===== src/hw/fcs_cfg.svh =====
// What this block does
// - Burst keeps the charge pump on only if next burst queued and same row.
// - A row is 64 bytes on address bits 5..0; zero there starts a row.
// - First burst byte and any new-row byte take standard time, others burst time.
// - No burst queued at byte end: pump off, high voltage removed.
// - No command is processed while the access error flag is set; writing one clears it.
// - Array write before the divider register was ever written sets the error.
// - Array write while the command buffer empty flag is clear sets the error.
// - Second array write or second command write before launch sets the error.
// - Wrong control register writes after array write or after command write set the error.
// - Any command code outside the five legal codes sets the error.
// - Stop mode during program or erase aborts it and sets the error.
// - Secured debug writes of program, burst or page erase codes set the error.
// - Writing zero to buffer empty flag cancels the partial command and sets error.
// - Protection blocks program and erase from a 512-byte boundary up to the top.
// - Protect register loads at reset; only debug writes change it.
// - Last unprotected address is select bits then ones; bit 0 low enables protection.
// - Partial protection without no-redirect moves interrupt vectors, never the reset vector.
// - Secured: flash and RAM blocked for unsecure code or debug; writes ignored except debug flash writes, reads zero.
// - Security from two option bits copied at reset; only 1:0 is unsecured.
// - The on-chip debug module cannot be enabled while secured.
// - Key mode turns key writes into compares; full in-order match unsecures until reset.
// - A debug blank check that passes unsecures until next reset.
// - Exactly five command codes are recognised, each with its fixed encoding.
// - Flash clock is bus clock, optionally over eight, divided by divisor plus one.
`ifndef FCS_CFG_SVH
`define FCS_CFG_SVH
// Control register addresses in high-page space
`define FCS_ADDR_CLKDIV 16'h1820
`define FCS_ADDR_OPTION 16'h1821
`define FCS_ADDR_CONFIG 16'h1823
`define FCS_ADDR_PROTECT 16'h1824
`define FCS_ADDR_STATUS 16'h1825
`define FCS_ADDR_COMMAND 16'h1826
// Nonvolatile copies and backdoor key
`define FCS_ADDR_NV_PROTECT 16'hFFBD
`define FCS_ADDR_NV_OPTION 16'hFFBF
`define FCS_KEY_BASE 16'hFFB0
`define FCS_KEY_LEN 4'h8
// Field positions
`define FCS_ST_CBEF 7
`define FCS_ST_CCF 6
`define FCS_ST_ACC 4
`define FCS_CFG_KEYMODE 5
`define FCS_OPT_PERMIT 7
`define FCS_OPT_NORED 6
`define FCS_PROT_DIS 0
`define FCS_DIV_LOADED 7
`define FCS_DIV_PRE8 6
`define FCS_ROW_BITS 6
`define FCS_PAGE_BITS 9
// Values
`define FCS_SEC_OPEN 2'h2
`define FCS_CMD_BLANK 8'h05
`define FCS_CMD_PROG 8'h20
`define FCS_CMD_BURST 8'h25
`define FCS_CMD_PAGE 8'h40
`define FCS_CMD_MASS 8'h41
`define FCS_VEC_LO 16'hFFC0
`define FCS_VEC_HI 16'hFFFD
// Operation lengths in flash clock ticks
`define FCS_TICKS_BYTE 9
`define FCS_TICKS_BURST 4
`define FCS_TICKS_PAGE 4000
`define FCS_TICKS_MASS 20000
`define FCS_TICKS_BLANK 4
`endif


===== src/hw/fcs_pkg.sv =====
package fcs_pkg;
  typedef logic [7:0] fcs_byte_t;
  typedef logic [15:0] fcs_addr_t;
  // Command entry buffer
  typedef enum logic [2:0] {
    FCS_B_EMPTY = 3'b001,
    FCS_B_ADDR = 3'b010,
    FCS_B_CMD = 3'b100
  } fcs_buf_e;
  // Command executor
  typedef enum logic [1:0] {
    FCS_X_IDLE = 2'b01,
    FCS_X_RUN = 2'b10
  } fcs_exec_e;
endpackage


===== src/hw/fcs_clkdiv.sv =====
`timescale 1ns/1ps
// Flash timing tick from the bus clock
module fcs_clkdiv #(
  parameter int DIV_W = 6
) (
  // Clock and reset
  input wire logic clk,
  input wire logic nrst,
  // Setup
  input wire logic run,
  input wire logic pre8,
  input wire logic [DIV_W-1:0] divisor,
  // Tick out
  output logic tick
);
  logic [2:0] pre_ff;
  logic [DIV_W-1:0] cnt_ff;
  logic tick_ff;
  // Prescaler passes every edge or every eighth edge
  wire pre_tc = !pre8 || (pre_ff == 3'h7);
  wire cnt_tc = (cnt_ff == divisor);
  wire [2:0] nxt_pre = pre_ff + 3'h1;
  wire [DIV_W-1:0] nxt_cnt = cnt_tc ? '0 : cnt_ff + 1'b1;
  assign tick = tick_ff;
  // Divide by divisor plus one; held still until the divisor is loaded
  always_ff @(posedge clk) begin
    if (!nrst || !run) begin
      pre_ff <= 3'h0;
      cnt_ff <= '0;
      tick_ff <= 1'b0;
    end else begin
      pre_ff <= nxt_pre;
      if (pre_tc) begin
        cnt_ff <= nxt_cnt;
      end
      tick_ff <= pre_tc && cnt_tc;
    end
  end
endmodule


===== src/hw/fcs_ctrl.sv =====
`timescale 1ns/1ps
`include "fcs_cfg.svh"
// Flash command sequencer with protection and security
module fcs_ctrl
  import fcs_pkg::*;
#(
  parameter fcs_addr_t FLASH_BASE = 16'h8000,
  parameter fcs_addr_t RAM_BASE = 16'h0080,
  parameter fcs_addr_t RAM_TOP = 16'h07FF,
  parameter int unsigned BYTE_TICKS = `FCS_TICKS_BYTE,
  parameter int unsigned BURST_TICKS = `FCS_TICKS_BURST,
  parameter int unsigned PAGE_TICKS = `FCS_TICKS_PAGE,
  parameter int unsigned MASS_TICKS = `FCS_TICKS_MASS,
  parameter int unsigned BLANK_TICKS = `FCS_TICKS_BLANK
) (
  // Clock and reset
  input wire logic clk,
  input wire logic nrst,
  // Nonvolatile copies
  input wire logic [7:0] nv_prot,
  input wire logic [7:0] nv_opt,
  input wire logic [63:0] nv_key,
  // CPU and debug access
  input wire logic bus_wr,
  input wire logic bus_rd,
  input wire logic [15:0] bus_addr,
  input wire logic [7:0] bus_wdata,
  input wire logic bus_dbg,
  input wire logic bus_secure_code,
  output logic [7:0] bus_rdata,
  // Memory path
  input wire logic [7:0] mem_rdata,
  output logic mem_block,
  // Vector fetch
  input wire logic [15:0] vec_addr_in,
  output logic [15:0] vec_addr_out,
  // Flash array
  input wire logic arr_blank,
  output logic [15:0] arr_addr,
  output logic [7:0] arr_data,
  output logic arr_pump,
  output logic arr_prog,
  output logic arr_page_erase,
  output logic arr_mass_erase,
  output logic arr_verify,
  output logic arr_commit,
  // System
  input wire logic stop_req,
  output logic secured,
  output logic dbg_module_allow
);
  localparam int CW = 15;

  fcs_buf_e buf_ff, nxt_buf;
  fcs_exec_e ex_ff;
  logic acc_ff, pend_ff, pump_ff, commit_ff;

  logic divld_ff, pre8_ff;
  logic [5:0] divisor_ff;

  logic [7:0] prot_ff, opt_ff;
  logic keymode_ff, key_ok_ff;
  logic [3:0] key_idx_ff;

  fcs_addr_t baddr_ff, caddr_ff;
  fcs_byte_t bdata_ff, cdata_ff, bcmd_ff, ccmd_ff;
  logic bdbg_ff, cdbg_ff;

  logic [CW-1:0] cnt_ff;
  logic [7:0] rdata_ff;
  logic tick;

  // Legal command codes
  function automatic logic cmd_legal(input fcs_byte_t c);
    cmd_legal = (c == `FCS_CMD_BLANK) || (c == `FCS_CMD_PROG) || (c == `FCS_CMD_BURST) ||
                (c == `FCS_CMD_PAGE) || (c == `FCS_CMD_MASS);
  endfunction

  // Operation length in flash ticks; standard time unless burst continuation
  function automatic logic [CW-1:0] op_ticks(input fcs_byte_t c);
    if (c == `FCS_CMD_PAGE) op_ticks = CW'(PAGE_TICKS);
    else if (c == `FCS_CMD_MASS) op_ticks = CW'(MASS_TICKS);
    else if (c == `FCS_CMD_BLANK) op_ticks = CW'(BLANK_TICKS);
    else op_ticks = CW'(BYTE_TICKS);
  endfunction

  // Protection decode
  wire prot_en = !prot_ff[`FCS_PROT_DIS];
  wire [15:0] last_open = {prot_ff[7:1], {`FCS_PAGE_BITS{1'b1}}};
  wire prot_full = last_open < FLASH_BASE;
  wire addr_prot = prot_en && (baddr_ff > last_open);

  // Security state
  assign secured = opt_ff[1:0] != `FCS_SEC_OPEN;
  assign dbg_module_allow = !secured;

  // Address decode
  wire is_flash = bus_addr >= FLASH_BASE;
  wire is_ram = (bus_addr >= RAM_BASE) && (bus_addr <= RAM_TOP);
  wire hit_div = bus_addr == `FCS_ADDR_CLKDIV;
  wire hit_opt = bus_addr == `FCS_ADDR_OPTION;
  wire hit_cfg = bus_addr == `FCS_ADDR_CONFIG;
  wire hit_prot = bus_addr == `FCS_ADDR_PROTECT;
  wire hit_stat = bus_addr == `FCS_ADDR_STATUS;
  wire hit_cmd = bus_addr == `FCS_ADDR_COMMAND;
  wire hit_reg = hit_div || hit_opt || hit_cfg || hit_prot || hit_stat || hit_cmd;

  // Secure memory gating for unsecure code and debug
  assign mem_block = secured && (bus_dbg || !bus_secure_code) && (is_flash || is_ram);

  // Write strobes
  // Debug array writes remain command steps
  wire arr_wr = bus_wr && is_flash && (!mem_block || bus_dbg);
  wire key_wr = arr_wr && keymode_ff;
  wire cmd_arr = arr_wr && !keymode_ff;
  wire wr_div = bus_wr && hit_div;
  wire wr_cfg = bus_wr && hit_cfg;
  wire wr_prot = bus_wr && hit_prot;
  wire wr_stat = bus_wr && hit_stat;
  wire wr_cmd = bus_wr && hit_cmd;
  wire wr_ctl = bus_wr && hit_reg;

  wire in_empty = buf_ff == FCS_B_EMPTY;
  wire in_addr = buf_ff == FCS_B_ADDR;
  wire in_cmd = buf_ff == FCS_B_CMD;
  wire launch = wr_stat && bus_wdata[`FCS_ST_CBEF] && in_cmd && !acc_ff;
  wire run = ex_ff == FCS_X_RUN;

  // Command code checks on entry
  wire code_bad = !cmd_legal(bus_wdata);
  wire code_dbg_bad = bus_dbg && secured && ((bus_wdata == `FCS_CMD_PROG) ||
                      (bus_wdata == `FCS_CMD_BURST) || (bus_wdata == `FCS_CMD_PAGE));
  wire code_prot = (bus_wdata == `FCS_CMD_MASS) ? prot_en :
                   ((bus_wdata != `FCS_CMD_BLANK) && addr_prot);

  // Access error causes
  wire e_nodiv = cmd_arr && !divld_ff;
  wire e_busy = cmd_arr && pend_ff;
  wire e_dup_arr = cmd_arr && !in_empty;
  wire e_dup_cmd = wr_cmd && (in_cmd || in_empty);
  wire e_ctl_addr = wr_ctl && !hit_cmd && in_addr;
  wire e_ctl_cmd = wr_ctl && !hit_stat && !hit_cmd && in_cmd;
  wire e_code = wr_cmd && in_addr && (code_bad || code_dbg_bad || code_prot);
  wire e_abort = wr_stat && !bus_wdata[`FCS_ST_CBEF] && in_cmd;

  wire e_stop = stop_req && run;
  wire e_entry = e_nodiv || e_busy || e_dup_arr || e_dup_cmd ||
                 e_ctl_addr || e_ctl_cmd || e_code || e_abort;
  wire acc_set = e_entry || e_stop;
  wire acc_clr = wr_stat && bus_wdata[`FCS_ST_ACC];
  wire nxt_acc = acc_set || (acc_ff && !acc_clr);

  // Entry buffer next state; any violation drops the partial command
  always_comb begin
    nxt_buf = buf_ff;
    if (e_entry || acc_ff) begin
      nxt_buf = FCS_B_EMPTY;
    end else begin
      unique case (buf_ff)
        FCS_B_EMPTY: if (cmd_arr) nxt_buf = FCS_B_ADDR;
        FCS_B_ADDR: if (wr_cmd) nxt_buf = FCS_B_CMD;
        FCS_B_CMD: if (launch) nxt_buf = FCS_B_EMPTY;
        default: nxt_buf = FCS_B_EMPTY;
      endcase
    end
  end

  // Entry buffer and latched command
  always_ff @(posedge clk) begin
    if (!nrst) begin
      buf_ff <= FCS_B_EMPTY;
      acc_ff <= 1'b0;
      baddr_ff <= 16'h0000;
      bdata_ff <= 8'h00;
      bcmd_ff <= 8'h00;
      bdbg_ff <= 1'b0;
    end else begin
      buf_ff <= nxt_buf;
      acc_ff <= nxt_acc;
      if (in_empty && cmd_arr && !acc_ff) begin
        baddr_ff <= bus_addr;
        bdata_ff <= bus_wdata;
      end
      if (in_addr && wr_cmd) begin
        bcmd_ff <= bus_wdata;
        bdbg_ff <= bus_dbg;
      end
    end
  end

  // Executor decode
  wire op_end = run && tick && (cnt_ff == CW'(1));
  wire burst_keep = (ccmd_ff == `FCS_CMD_BURST) && pend_ff && (bcmd_ff == `FCS_CMD_BURST) &&
                    (baddr_ff[15:`FCS_ROW_BITS] == caddr_ff[15:`FCS_ROW_BITS]);
  wire start = !run && pend_ff && !stop_req;
  wire keep = op_end && burst_keep && !stop_req;
  wire take = start || keep;
  wire blank_pass = op_end && (ccmd_ff == `FCS_CMD_BLANK) && cdbg_ff && arr_blank;

  wire [CW-1:0] nxt_cnt = start ? op_ticks(bcmd_ff) :
                          keep ? CW'(BURST_TICKS) :
                          (run && tick) ? cnt_ff - CW'(1) : cnt_ff;

  // Executor; one byte or erase at a time, next burst byte queued in the buffer
  always_ff @(posedge clk) begin
    if (!nrst) begin
      ex_ff <= FCS_X_IDLE;
      pend_ff <= 1'b0;
      pump_ff <= 1'b0;
      commit_ff <= 1'b0;
      cnt_ff <= '0;
      caddr_ff <= 16'h0000;
      cdata_ff <= 8'h00;
      ccmd_ff <= 8'h00;
      cdbg_ff <= 1'b0;
    end else begin
      commit_ff <= op_end && !stop_req;
      cnt_ff <= nxt_cnt;
      if (launch) pend_ff <= 1'b1;
      else if (take || e_stop) pend_ff <= 1'b0;
      if (take) begin
        caddr_ff <= baddr_ff;
        cdata_ff <= bdata_ff;
        ccmd_ff <= bcmd_ff;
        cdbg_ff <= bdbg_ff;
      end
      if (e_stop) begin
        ex_ff <= FCS_X_IDLE;
        pump_ff <= 1'b0;
      end else if (start) begin
        ex_ff <= FCS_X_RUN;
        pump_ff <= 1'b1;
      end else if (op_end && !keep) begin
        ex_ff <= FCS_X_IDLE;
        pump_ff <= 1'b0;
      end
    end
  end

  // Array controls follow the running command
  assign arr_addr = caddr_ff;
  assign arr_data = cdata_ff;
  assign arr_pump = pump_ff;
  assign arr_commit = commit_ff;
  assign arr_prog = run && ((ccmd_ff == `FCS_CMD_PROG) || (ccmd_ff == `FCS_CMD_BURST));
  assign arr_page_erase = run && (ccmd_ff == `FCS_CMD_PAGE);
  assign arr_mass_erase = run && (ccmd_ff == `FCS_CMD_MASS);
  assign arr_verify = run && (ccmd_ff == `FCS_CMD_BLANK);

  // Backdoor key compare decode
  wire key_in_order = (bus_addr == (`FCS_KEY_BASE + {12'h000, key_idx_ff})) && (key_idx_ff < `FCS_KEY_LEN);
  wire key_byte_ok = key_in_order && bus_secure_code && !bus_dbg &&
                     (bus_wdata == nv_key[{key_idx_ff[2:0], 3'h0} +: 8]);
  wire key_enter = wr_cfg && bus_wdata[`FCS_CFG_KEYMODE] && opt_ff[`FCS_OPT_PERMIT];
  wire key_leave = wr_cfg && !bus_wdata[`FCS_CFG_KEYMODE] && keymode_ff;
  wire key_match = key_leave && key_ok_ff && (key_idx_ff == `FCS_KEY_LEN);

  // Key mode state; a wrong or out-of-order byte spoils the whole key
  always_ff @(posedge clk) begin
    if (!nrst) begin
      keymode_ff <= 1'b0;
      key_ok_ff <= 1'b0;
      key_idx_ff <= 4'h0;
    end else if (key_enter && !keymode_ff) begin
      keymode_ff <= 1'b1;
      key_ok_ff <= 1'b1;
      key_idx_ff <= 4'h0;
    end else if (key_leave) begin
      keymode_ff <= 1'b0;
    end else if (key_wr) begin
      key_ok_ff <= key_ok_ff && key_byte_ok;
      key_idx_ff <= (key_idx_ff < `FCS_KEY_LEN) ? key_idx_ff + 4'h1 : key_idx_ff;
    end
  end

  // Working option and protect copies, caught while reset is held
  always_ff @(posedge clk) begin
    if (!nrst) begin
      opt_ff <= nv_opt;
      prot_ff <= nv_prot;
    end else begin
      if (key_match || blank_pass) begin
        opt_ff[1:0] <= `FCS_SEC_OPEN;
      end
      if (wr_prot && bus_dbg && !acc_set) begin
        prot_ff <= bus_wdata;
      end
    end
  end

  // Divider setup, writable once; refused while the error flag is up
  always_ff @(posedge clk) begin
    if (!nrst) begin
      divld_ff <= 1'b0;
      pre8_ff <= 1'b0;
      divisor_ff <= 6'h00;
    end else if (wr_div && !divld_ff && !acc_ff && !acc_set) begin
      divld_ff <= 1'b1;
      pre8_ff <= bus_wdata[`FCS_DIV_PRE8];
      divisor_ff <= bus_wdata[5:0];
    end
  end

  fcs_clkdiv #(
    .DIV_W(6)
  ) u_clkdiv (
    .clk(clk),
    .nrst(nrst),
    .run(divld_ff),
    .pre8(pre8_ff),
    .divisor(divisor_ff),
    .tick(tick)
  );

  // Register and memory read data
  wire cbef = !pend_ff;
  wire ccf = !run && !pend_ff;
  wire [7:0] stat_val = {cbef, ccf, 1'b0, acc_ff, 4'h0};
  wire [7:0] reg_val = hit_div ? {divld_ff, pre8_ff, divisor_ff} :
                       hit_opt ? opt_ff :
                       hit_cfg ? {2'h0, keymode_ff, 5'h00} :
                       hit_prot ? prot_ff :
                       hit_stat ? stat_val : 8'h00;
  wire [7:0] nxt_rdata = hit_reg ? reg_val :
                         mem_block ? 8'h00 : mem_rdata;
  assign bus_rdata = rdata_ff;

  // Read data held until the next read
  always_ff @(posedge clk) begin
    if (!nrst) begin
      rdata_ff <= 8'h00;
    end else if (bus_rd) begin
      rdata_ff <= nxt_rdata;
    end
  end

  // Vector redirection under partial protection
  wire vec_hit = (vec_addr_in >= `FCS_VEC_LO) && (vec_addr_in <= `FCS_VEC_HI);
  wire vec_move = !opt_ff[`FCS_OPT_NORED] && prot_en && !prot_full && vec_hit;
  assign vec_addr_out = vec_move ? {last_open[15:`FCS_ROW_BITS], vec_addr_in[`FCS_ROW_BITS-1:0]} :
                        vec_addr_in;
endmodule


===== config.mk =====
export PLATFORM = sky130hd
export DESIGN_NAME = fcs_ctrl
export DESIGN_NICKNAME = d
export VERILOG_FILES = /design/src/hw/fcs_pkg.sv /design/src/hw/fcs_clkdiv.sv /design/src/hw/fcs_ctrl.sv
export VERILOG_INCLUDE_DIRS = /design/src /design/src/hw
export SDC_FILE = /design/constraint.sdc
export NUM_CORES = 1
export LEC_CHECK = 0
export ABC_CLOCK_PERIOD_IN_PS = 4500
export BUFFER_PORTS_ARGS = -buffer_cell sky130_fd_sc_hd__buf_2
export CORE_ASPECT_RATIO = 0.8
export CORE_MARGIN = 2
export CORE_UTILIZATION = 35
export DETAILED_ROUTE_END_ITERATION = 8
export SLEW_MARGIN = 10
export SYNTH_ARGS = -nofsm -noshare
export SYNTH_HDL_FRONTEND = slang
export SYNTH_SLANG_ARGS = --single-unit

===== constraint.sdc =====
create_clock -name clk -period 4.5 [get_ports clk]
set_clock_uncertainty 0.05 [all_clocks]
set_input_delay 0.675 -clock clk [delete_from_list [all_inputs] [get_ports clk]]
set_output_delay 0.675 -clock clk [all_outputs]
set_load 0.01 [all_outputs]

# ---- Yosys cells after proc, flatten, opt, wreduce, memory -nomap -nowiden
# Cells that the tools add are included.
dict set report word_totals {
  reg_bits 138
  in_bits 136
  out_inout_bits 57
  wordCells 265
}
dict set report classes {
  add_sub_neg 5
  magnitude_cmp 8
  n_eq_ne 39
  shifts 1
  n_mux 35
  bitwise_logic 2
  n_reduce_logical 147
}
# op n
set op_table {}
lappend op_table {{16-bit by 13-bit equality test with 1-bit output (second input constant)} 6}
lappend op_table {{1-bit logical AND} 79}
lappend op_table {{15-bit two-way mux} 5}
lappend op_table {{8-bit two-way mux} 9}
lappend op_table {{64-bit by 7-bit variable part select with 8-bit output} 1}
lappend op_table {{8-bit by 7-bit equality test with 1-bit output (second input constant)} 6}
lappend op_table {{8-bit by 6-bit equality test with 1-bit output (second input constant)} 5}
lappend op_table {{1-bit logical OR} 33}
lappend op_table {{16-bit >= comparator (second input constant)} 2}
lappend op_table {{8-bit by 3-bit equality test with 1-bit output (second input constant)} 3}
lappend op_table {{1-bit logical NOT} 24}
lappend op_table {{16-bit equality test} 1}
lappend op_table {{16-bit by 8-bit >= comparator with 1-bit output (second input constant)} 1}
lappend op_table {{16-bit > comparator} 1}
lappend op_table {{16-bit by 11-bit <= comparator with 1-bit output (second input constant)} 1}
lappend op_table {{16-bit <= comparator (second input constant)} 1}
lappend op_table {{16-bit < comparator (second input constant)} 1}
lappend op_table {{16-bit two-way mux} 1}
lappend op_table {{15-bit by 1-bit equality test with 1-bit output (second input constant)} 1}
lappend op_table {{15-bit by 1-bit subtractor with 15-bit output (second input constant)} 1}
lappend op_table {{10-bit equality test} 1}
lappend op_table {{1-bit two-way mux} 10}
lappend op_table {{8-bit by 5-bit adder with 9-bit output (first input constant)} 1}
lappend op_table {{3-bit two-way mux} 3}
lappend op_table {{24 further kinds} 40}

# ---- Depth between registers and ports, before layout
# Gate-level depths: netlist of the first run.
dict set report depth {
  depth_word 21
  mapped_depth 8
  depth_no_buf 8
}

# ---- Modules after synthesis
# A second synthesis of the first run with hierarchy kept.
dict set report unflattened {
  hier_cells 842
  hier_area_um2 7459.7
}
# mod instances cells_per_inst area_each_um2 seq_area_each_um2
set by_module_without_submodules {}
lappend by_module_without_submodules {fcs_ctrl 1 792 6920.4 2702.6}
lappend by_module_without_submodules {fcs_clkdiv 1 50 539.3 200.2}

# ---- Worst setup path before layout of the first run
# Ideal clock, no wire load.
dict set report synth_timing {
  kind {in2reg}
  from {in bus_addr[9]}
  to {reg prot_ff[0] (enable)}
  setup_ns 0.329
  arrival_ns 2.356
  required_time_ns 4.121
  slack_ns 1.765
  cell_stages 5
  path_buffers 0
  cell_sequence {or4_4 -> nor4_2 -> nand2_1 -> nor2_1 -> a41o_1}
}
dict set report synth_via {
  elab_chain_cells 20
  word_cells_on_any_way 53
  cone_classes {order compare: 3; eq/ne: 7; reduce/logical: 43}
}
# item line_no
set synth_rtl {}
lappend synth_rtl {{start, declared} fcs_ctrl.sv:26} ;# input wire logic [15:0] bus_addr,
lappend synth_rtl {{16-bit by 8-bit >= comparator with 1-bit output or 16-bit by 11-bit <= comparator with 1-bit output (tied branches)} fcs_ctrl.sv:99} ;# wire is_ram = (bus_addr >= RAM_BASE) && (bus_addr <= RAM_TOP);
lappend synth_rtl {{1-bit logical AND} fcs_ctrl.sv:99}
lappend synth_rtl {{1-bit logical OR} fcs_ctrl.sv:109} ;# assign mem_block = secured && (bus_dbg || !bus_secure_code) && (is_flash || is_ram);
lappend synth_rtl {{1-bit logical AND} fcs_ctrl.sv:109}
lappend synth_rtl {{1-bit logical NOT} fcs_ctrl.sv:113} ;# wire arr_wr = bus_wr && is_flash && (!mem_block || bus_dbg);
lappend synth_rtl {{1-bit logical OR} fcs_ctrl.sv:113}
lappend synth_rtl {{1-bit logical AND} fcs_ctrl.sv:113}
lappend synth_rtl {{1-bit logical AND} fcs_ctrl.sv:115} ;# wire cmd_arr = arr_wr && !keymode_ff;
lappend synth_rtl {{1-bit logical AND, on equally long branches} {fcs_ctrl.sv:137, fcs_ctrl.sv:138}}
lappend synth_rtl {{1-bit logical OR (4 in a row)} fcs_ctrl.sv:147} ;# wire e_entry = e_nodiv || e_busy || e_dup_arr || e_dup_cmd ||
lappend synth_rtl {{1-bit logical OR (3 in a row)} fcs_ctrl.sv:148} ;# e_ctl_addr || e_ctl_cmd || e_code || e_abort;
lappend synth_rtl {{1-bit logical OR} fcs_ctrl.sv:149} ;# wire acc_set = e_entry || e_stop;
lappend synth_rtl {{1-bit logical NOT} fcs_ctrl.sv:285} ;# if (wr_prot && bus_dbg && !acc_set) begin
lappend synth_rtl {{1-bit logical AND *} fcs_ctrl.sv:285}
lappend synth_rtl {{2-bit by 1-bit != test with 1-bit output (no line) *} -}
lappend synth_rtl {{end signal, assigned} fcs_ctrl.sv:280} ;# prot_ff <= nv_prot;
lappend synth_rtl {{end signal, assigned} fcs_ctrl.sv:286} ;# prot_ff <= bus_wdata;
lappend synth_rtl {{end, declared} fcs_ctrl.sv:61} ;# logic [7:0] prot_ff, opt_ff;
# Mark *: on every way between the ends. The rest lies on a longest branch, timed or not.
# A chain may end at the register's enable or synchronous reset.

# ---- Worst setup path in the final report of the first run
dict set report layout_timing {
  from {reg ex_ff[1]}
  to {reg cnt_ff[11]}
}
dict set report layout_via {
  elab_chain_cells 7
  word_cells_on_any_way 11
  cone_classes {eq/ne: 1; mux: 2; reduce/logical: 8}
}
# item line_no
set layout_rtl {}
lappend layout_rtl {{start, declared} fcs_ctrl.sv:55} ;# fcs_exec_e ex_ff;
lappend layout_rtl {{start signal, assigned} fcs_ctrl.sv:207} ;# ex_ff <= FCS_X_IDLE;
lappend layout_rtl {{start signal, assigned} fcs_ctrl.sv:228} ;# ex_ff <= FCS_X_IDLE;
lappend layout_rtl {{start signal, assigned} fcs_ctrl.sv:231} ;# ex_ff <= FCS_X_RUN;
lappend layout_rtl {{2-bit equality test *} fcs_ctrl.sv:127} ;# wire run = ex_ff == FCS_X_RUN;
lappend layout_rtl {{1-bit logical AND} {fcs_ctrl.sv:192, fcs_ctrl.sv:202}}
lappend layout_rtl {{1-bit logical AND} fcs_ctrl.sv:192} ;# wire op_end = run && tick && (cnt_ff == CW'(1));
lappend layout_rtl {{1-bit logical AND (2 in a row)} fcs_ctrl.sv:196} ;# wire keep = op_end && burst_keep && !stop_req;
lappend layout_rtl {{15-bit two-way mux} fcs_ctrl.sv:201} ;# keep ? CW'(BURST_TICKS) :
lappend layout_rtl {{15-bit two-way mux} fcs_ctrl.sv:200} ;# wire [CW-1:0] nxt_cnt = start ? op_ticks(bcmd_ff) :
lappend layout_rtl {{end signal, assigned} fcs_ctrl.sv:218} ;# cnt_ff <= nxt_cnt;
lappend layout_rtl {{end, declared} fcs_ctrl.sv:69} ;# logic [CW-1:0] cnt_ff;
# Marked as above.

==> impl_results.md, run 1 <==
- Slowest stage delay, CP: about 0.74 ns
- Crit Path Max Fanout: 25
- Initial Util: 0.357
- TritonCTS Buffers: 17
- Die height: between 100 and 150 um
- CP max stage cell: o21ai_4
- Final setup TNS: 0 ns
- Vias in the first global route: slightly above 6000
- Commonest non-fill, non-tap cell in the layout: buf_2
- Avg WL per Cell: 19.0 um
- Peak VDD IR: roughly 0.20 mV
- CTS resizes: 0
- Syn Inst Count: slightly above 800
- Layout cell share with drive strength beyond 1: 0.273
- Syn avg cell area: between 9 and 10 sq um
- Routed WL: approximately 24000 um
- RSZ-0062 raised after global routing: false
- Die Area: 22400 sq um
- Root Driver: clkbuf_16
- Final Net Count: 1121
- Vias per inst: roughly 5.3
- Worst-Margin Slew: between 0.8 and 0.9 ns
- Vias post-DR: between 6000 and 7000
- Post-synth EDFFs: 16
- Crit Path Category: reg -> reg
- Synth async-reset ratio: 0
- Final period util: 0.691
- Mapped cell area: roughly 7400 sq um
- Antenna viol nets, final: 0
- Post-synth top area cell: dfxtp_1
- First-pass GRT wire length: roughly 36000 um
- Top cells by area, synth: dfxtp_1, mux2i_1, edfxtp_1
- TritonRoute pass-1 iters: 5
- Largest net degree at the start of global routing: 68
- Core area: ~21000 sq um
- PwrDens: roughly 320 nW/um^2
- GP Congestion: 0.901
- Fmax: 0.322 GHz
- Postcts setup bufs: 0
- Final HPWL DP: 17900 um
- Synth cell types: 70
- Worst path cell trace: nor2b_1 > and2_1 > nand4_2 > o21ai_4 > buf_12 > a31oi_1 > o221a_2
- # H-tree levels: 4
- Die W: between 150 and 200 um
- Clock transition at path regs: around 0.06 ns
- Post-CTS Hold Buffers: 0
- Period minus WS final: 3.11 ns
- Main flop type after synthesis: dfxtp_1
- IO Count: 193
- Clock tree buffer depth: 2
- Yosys reg bits: approximately 140
- Iteration-0 DRC Markers: 579
- Register area share after synthesis: 0.392
- Most frequent cells in the layout: buf_2, dfxtp_1, nor2_1
- Area Growth Syn to Fin: 22.6%
- Final hold violations: 0
- # setup viols final: 0
- Max cap viols: 0
- CTS tree: yes
- Total Power: approximately 0.003 W
- Ant. Diodes: 0
- Rows: 47
- Syn nets: between 900 and 1000
- Drc violations: 0
- Fin. max-slew vios: 0
- Worst Path Arrival: between 3 and 4 ns
- Total gr overflow: 0
- Slew Limit Headroom: 0.400
- Buffers on Ports: 190
- Setup crit end kind: register
- Antenna violations before repair: 0
- CTS sink cnt: approximately 140
- Worst-skew pair later-pin latency: between 0.4 and 0.5 ns
- Syn. warnings: 0
- P_leak: around 3.9 nW
- Startpoint types: register
- CP Data Required Time: between 4 and 5 ns
- Worst Hold Class: in -> reg
- Outcome: completed
- Top-area cell type share of the netlist area: 0.327
- Total GRT Usage: 0.213
state kept, by name, indices dropped and copies added, names as in the netlist, 8 cells and up:
register / flops
arr_addr: 16
baddr_ff: 16
cnt_ff: 15
arr_data: 8
bcmd_ff: 8
bdata_ff: 8
bus_rdata: 8
ccmd_ff: 8
opt_ff: 8
prot_ff: 8
per-layer routing:
metal	vias to the layer above	part of all wire	GRT usage
li1	3234	-	-
met1	3112	0.47	0.299
met2	325	0.43	0.325
met3	17	0.085	0.0564
met4	0	0.010	0.0546
met5	-	0	0
logic make-up (layout without fill, tap and decap cells):
family,after synthesis,after routing,share of synthesized area
compound gates,127,127,0.107
xor+xnor,42,42,0.0496
fa+ha+maj,14,14,0.0236
buf+inv,77,253,0.0449
flops,137,137,0.392
mux,108,108,0.171
simple gates,303,303,0.212
worst max-delay path, delay by kind of cell (launching register included):
family | cells | cell delay [ns]
simple gates | 3 | 1.16
compound gates | 3 | 1.05
flops | 1 | 0.41
buf+inv | 1 | 0.30
power breakdown:
part           switching, W  total, W  internal [W]  leakage [nW]
logic              0.000165  0.000285      0.000120          2.47
clock network      0.000554   0.00137      0.000812         0.264
registers         0.0000283   0.00130       0.00127          1.14
worst paths after layout:
check,from,end,slack (ns),cells after the start
setup / recovery,ex_ff[1],cnt_ff[11],1.39,7
hold / removal,nv_opt[4],opt_ff[4],0.38,1
setup reg to reg,ex_ff[1],cnt_ff[11],1.39,7
hold reg to reg,u_clkdiv.pre_ff[0],u_clkdiv.pre_ff[0],0.39,1
per-stage QoR:
step	utilization	setup WS [ns]	cells	hold slack, ns	instance area, sq um
floorplan	-	1.76	808	0.348	7410
global placement	0.411	1.28	1221	0.372	8520
detailed placement	0.411	1.21	1221	0.369	8520
CTS	0.438	1.38	1253	0.356	9090
global route	0.438	1.18	1253	0.366	9090
finish	0.438	1.39	1253	0.375	9090
synthesized netlist by cell type (5+ instances only):
cell	n
a211oi_1	5
a21o_1	5
a21oi_1	44
a31oi_1	9
and3_1	8
buf_1	6
buf_2	5
buf_4	10
clkbuf_1	31
dfxtp_1	121
edfxtp_1	16
ha_1	14
inv_1	25
mux2_2	8
mux2i_1	86
mux4_2	14
nand2_1	54
nand2b_1	10
nand3_1	12
nand4_1	21
nor2_1	111
nor2b_1	9
nor3_1	15
nor4_1	11
o21ai_0	30
or2_2	5
or3_1	6
or4_1	6
xnor2_1	27
xor2_1	15
area by class of cell:
| cell class | instances | area [sq um] |
|---|---|---|
| Fill cell | 2078 | 11700 |
| Multi-Input combinational cell | 594 | 4180 |
| Inverter | 25 | 93.8 |
| Clock buffer | 20 | 437 |
| Sequential cell | 137 | 2900 |
| Clock inverter | 12 | 126 |
| Timing Repair Buffer | 196 | 1010 |
| Tap cell | 269 | 337 |
(Power assumes the default switching activity.)
==> run 2, diff against run 1 <==
Settings changed: ABC_CLOCK_PERIOD_IN_PS 4500 to 2830.
Clock period 4.5 ns to 2.83 ns, I/O delays scaled along.
==> run 2 against run 1 <==
  * Worst hold slack lost 0.25 ns
  * Via count grew 2.6%
  * Routed wire length grew 3.3%
  * Clock power grew 60%
  * Sequential cell count is the same
  * Sequential share of layout area shrank 0.71 points
  * Critical path depth grew 1
  * First-iteration DRC count shrank 19%
  * Largest cell class unchanged
  * Highest routed layer is now met5
==> impl_results.md, run 2 (synthesis gave the netlist of run 1 again) <==
- Outcome: completed
- Worst Path Arrival: between 2 and 3 ns
- Setup crit end kind: register
- Worst Hold Class: in -> reg
- Final period util: 0.911
- Root Driver: clkbuf_16
- Avg WL per Cell: between 15 and 20 um
- Vias in the first global route: about 6500
- Fillers: between 2000 and 2500
- CTS tree: yes
- GP Congestion: roughly 0.92
- TritonCTS Buffers: 17
- Final Net Count: 1147
- Slowest stage delay, CP: about 0.48 ns
- Most frequent cells in the layout: buf_2, dfxtp_1, nor2_1
- CTS resizes: 0
- Area Growth Syn to Fin: 25.4%
- Vias post-DR: approximately 6900
- CP max stage cell: edfxtp_1
- Die Area: 22400 sq um
- Non-filler cells, final: roughly 1300
- Die height: 134 um
- # H-tree levels: 4
- Antenna viol nets, final: 0
- Antenna violations before repair: 1
- Clock transition at path regs: roughly 0.060 ns
- Peak VDD IR: 0.311 mV
- Fin. max-slew vios: 0
- Placed insts: around 1200
- Vias per inst: approximately 5.4
- Buffers on Ports: between 150 and 200
- P_leak: slightly above 4 nW
- Total GRT Usage: 0.220
- First-pass GRT wire length: ~37000 um
- Iteration-0 DRC Markers: approximately 470
- Final hold violations: 0
- TritonRoute pass-1 iters: 7
- Final HPWL DP: about 19000 um
- Worst path cell trace: inv_1 > ha_1 > nand4_1 > nor4_1 > a31oi_1 > a2111o_1 > a21o_1 > or3_1
- Commonest non-fill, non-tap cell in the layout: buf_2
- RSZ-0062 raised after global routing: false
- Ant. Diodes: 0
- Fin area: between 9000 and 10000 sq um
- Worst-skew pair later-pin latency: approximately 0.42 ns
- Die W: approximately 170 um
- Clock tree buffer depth: 2
- Max cap viols: 0
- Core area: about 21000 sq um
- Postcts setup bufs: 0
- Largest net degree at the start of global routing: 65
- Crit Path Category: reg -> reg
- Slew Limit Headroom: 0.405
- PwrDens: between 500 and 600 nW/um^2
- Period minus WS final: 2.58 ns
- Initial Util: 0.357
- Post-CTS Hold Buffers: 0
- Startpoint types: register
- CP Data Required Time: between 3 and 4 ns
- CTS sink cnt: 137
- IO Count: around 190
- Rows: 47
- # setup viols final: 0
- Layout cell share with drive strength beyond 1: 0.293
- Drc violations: 0
- DP Area: between 8000 and 9000 sq um
- Crit Path Max Fanout: 3
- Fmax: just under 0.4 GHz
- Final setup TNS: 0 ns
- Worst-Margin Slew: just under 0.9 ns
- Routed WL: about 25000 um
- Total gr overflow: 0
[run 2: path summary, 6_finish.rpt]
path | start | to | slack, ns | cells after the start
hold reg to reg | u_clkdiv.pre_ff[0] | u_clkdiv.pre_ff[0] | 0.38 | 1
setup / recovery | prot_ff[7] | buf_ff[0] | 0.25 | 8
hold / removal | nv_opt[3] | opt_ff[3] | 0.12 | 1
setup reg to reg | prot_ff[7] | buf_ff[0] | 0.25 | 8
[run 2: final cells by class]
type | instances | area [sq um] | area share
clock inverter | 9 | 83.8 | 0.00902
multi-input combinational | 594 | 4180 | 0.450
inverter | 25 | 93.8 | 0.0101
sequential | 137 | 2900 | 0.312
timing repair buffer | 222 | 1200 | 0.130
tap | 269 | 337 | 0.0362
clock buffer | 23 | 489 | 0.0526
[run 2: power breakdown]
part | switching [W] | internal, W | leakage, nW
sequential | 0.0000462 | 0.00202 | 1.14
clock | 0.000878 | 0.00131 | 0.288
combinational | 0.000271 | 0.000207 | 2.61
[run 2: worst max-delay path, delay by kind of cell (launching register included)]
| kind | cells | cell delay [ns] |
|---|---|---|
| buffers and inverters | 1 | 0.08 |
| AO/OA/AOI/OAI | 3 | 0.71 |
| flip-flops | 1 | 0.48 |
| AND/OR/NAND/NOR | 3 | 0.82 |
| adder cells (fa/ha/maj) | 1 | 0.31 |
[run 2: metrics by stage]
| step | hold slack (ns) | utilization | total power, W | setup slack, ns |
|---|---|---|---|---|
| 2_1_floorplan | 0.348 | - | 0.00232 | 0.345 |
| 3_3_place_gp | 0.366 | 0.420 | 0.00258 | 0.173 |
| 3_5_place_dp | 0.375 | 0.420 | 0.00258 | 0.0915 |
| 4_1_cts | 0.107 | 0.448 | 0.00476 | 0.311 |
| 5_1_grt | 0.108 | 0.448 | 0.00489 | 0.0453 |
| 6_report | 0.122 | 0.448 | 0.00473 | 0.252 |
[run 2: metal layers]
metal  GRT usage  up-vias  routed length (um)
met5           0        -                  13
met4      0.0580        2                 313
met3      0.0549       23                2340
met2       0.336      346               10500
met1       0.310     3200               11400
li1            -     3290                   -
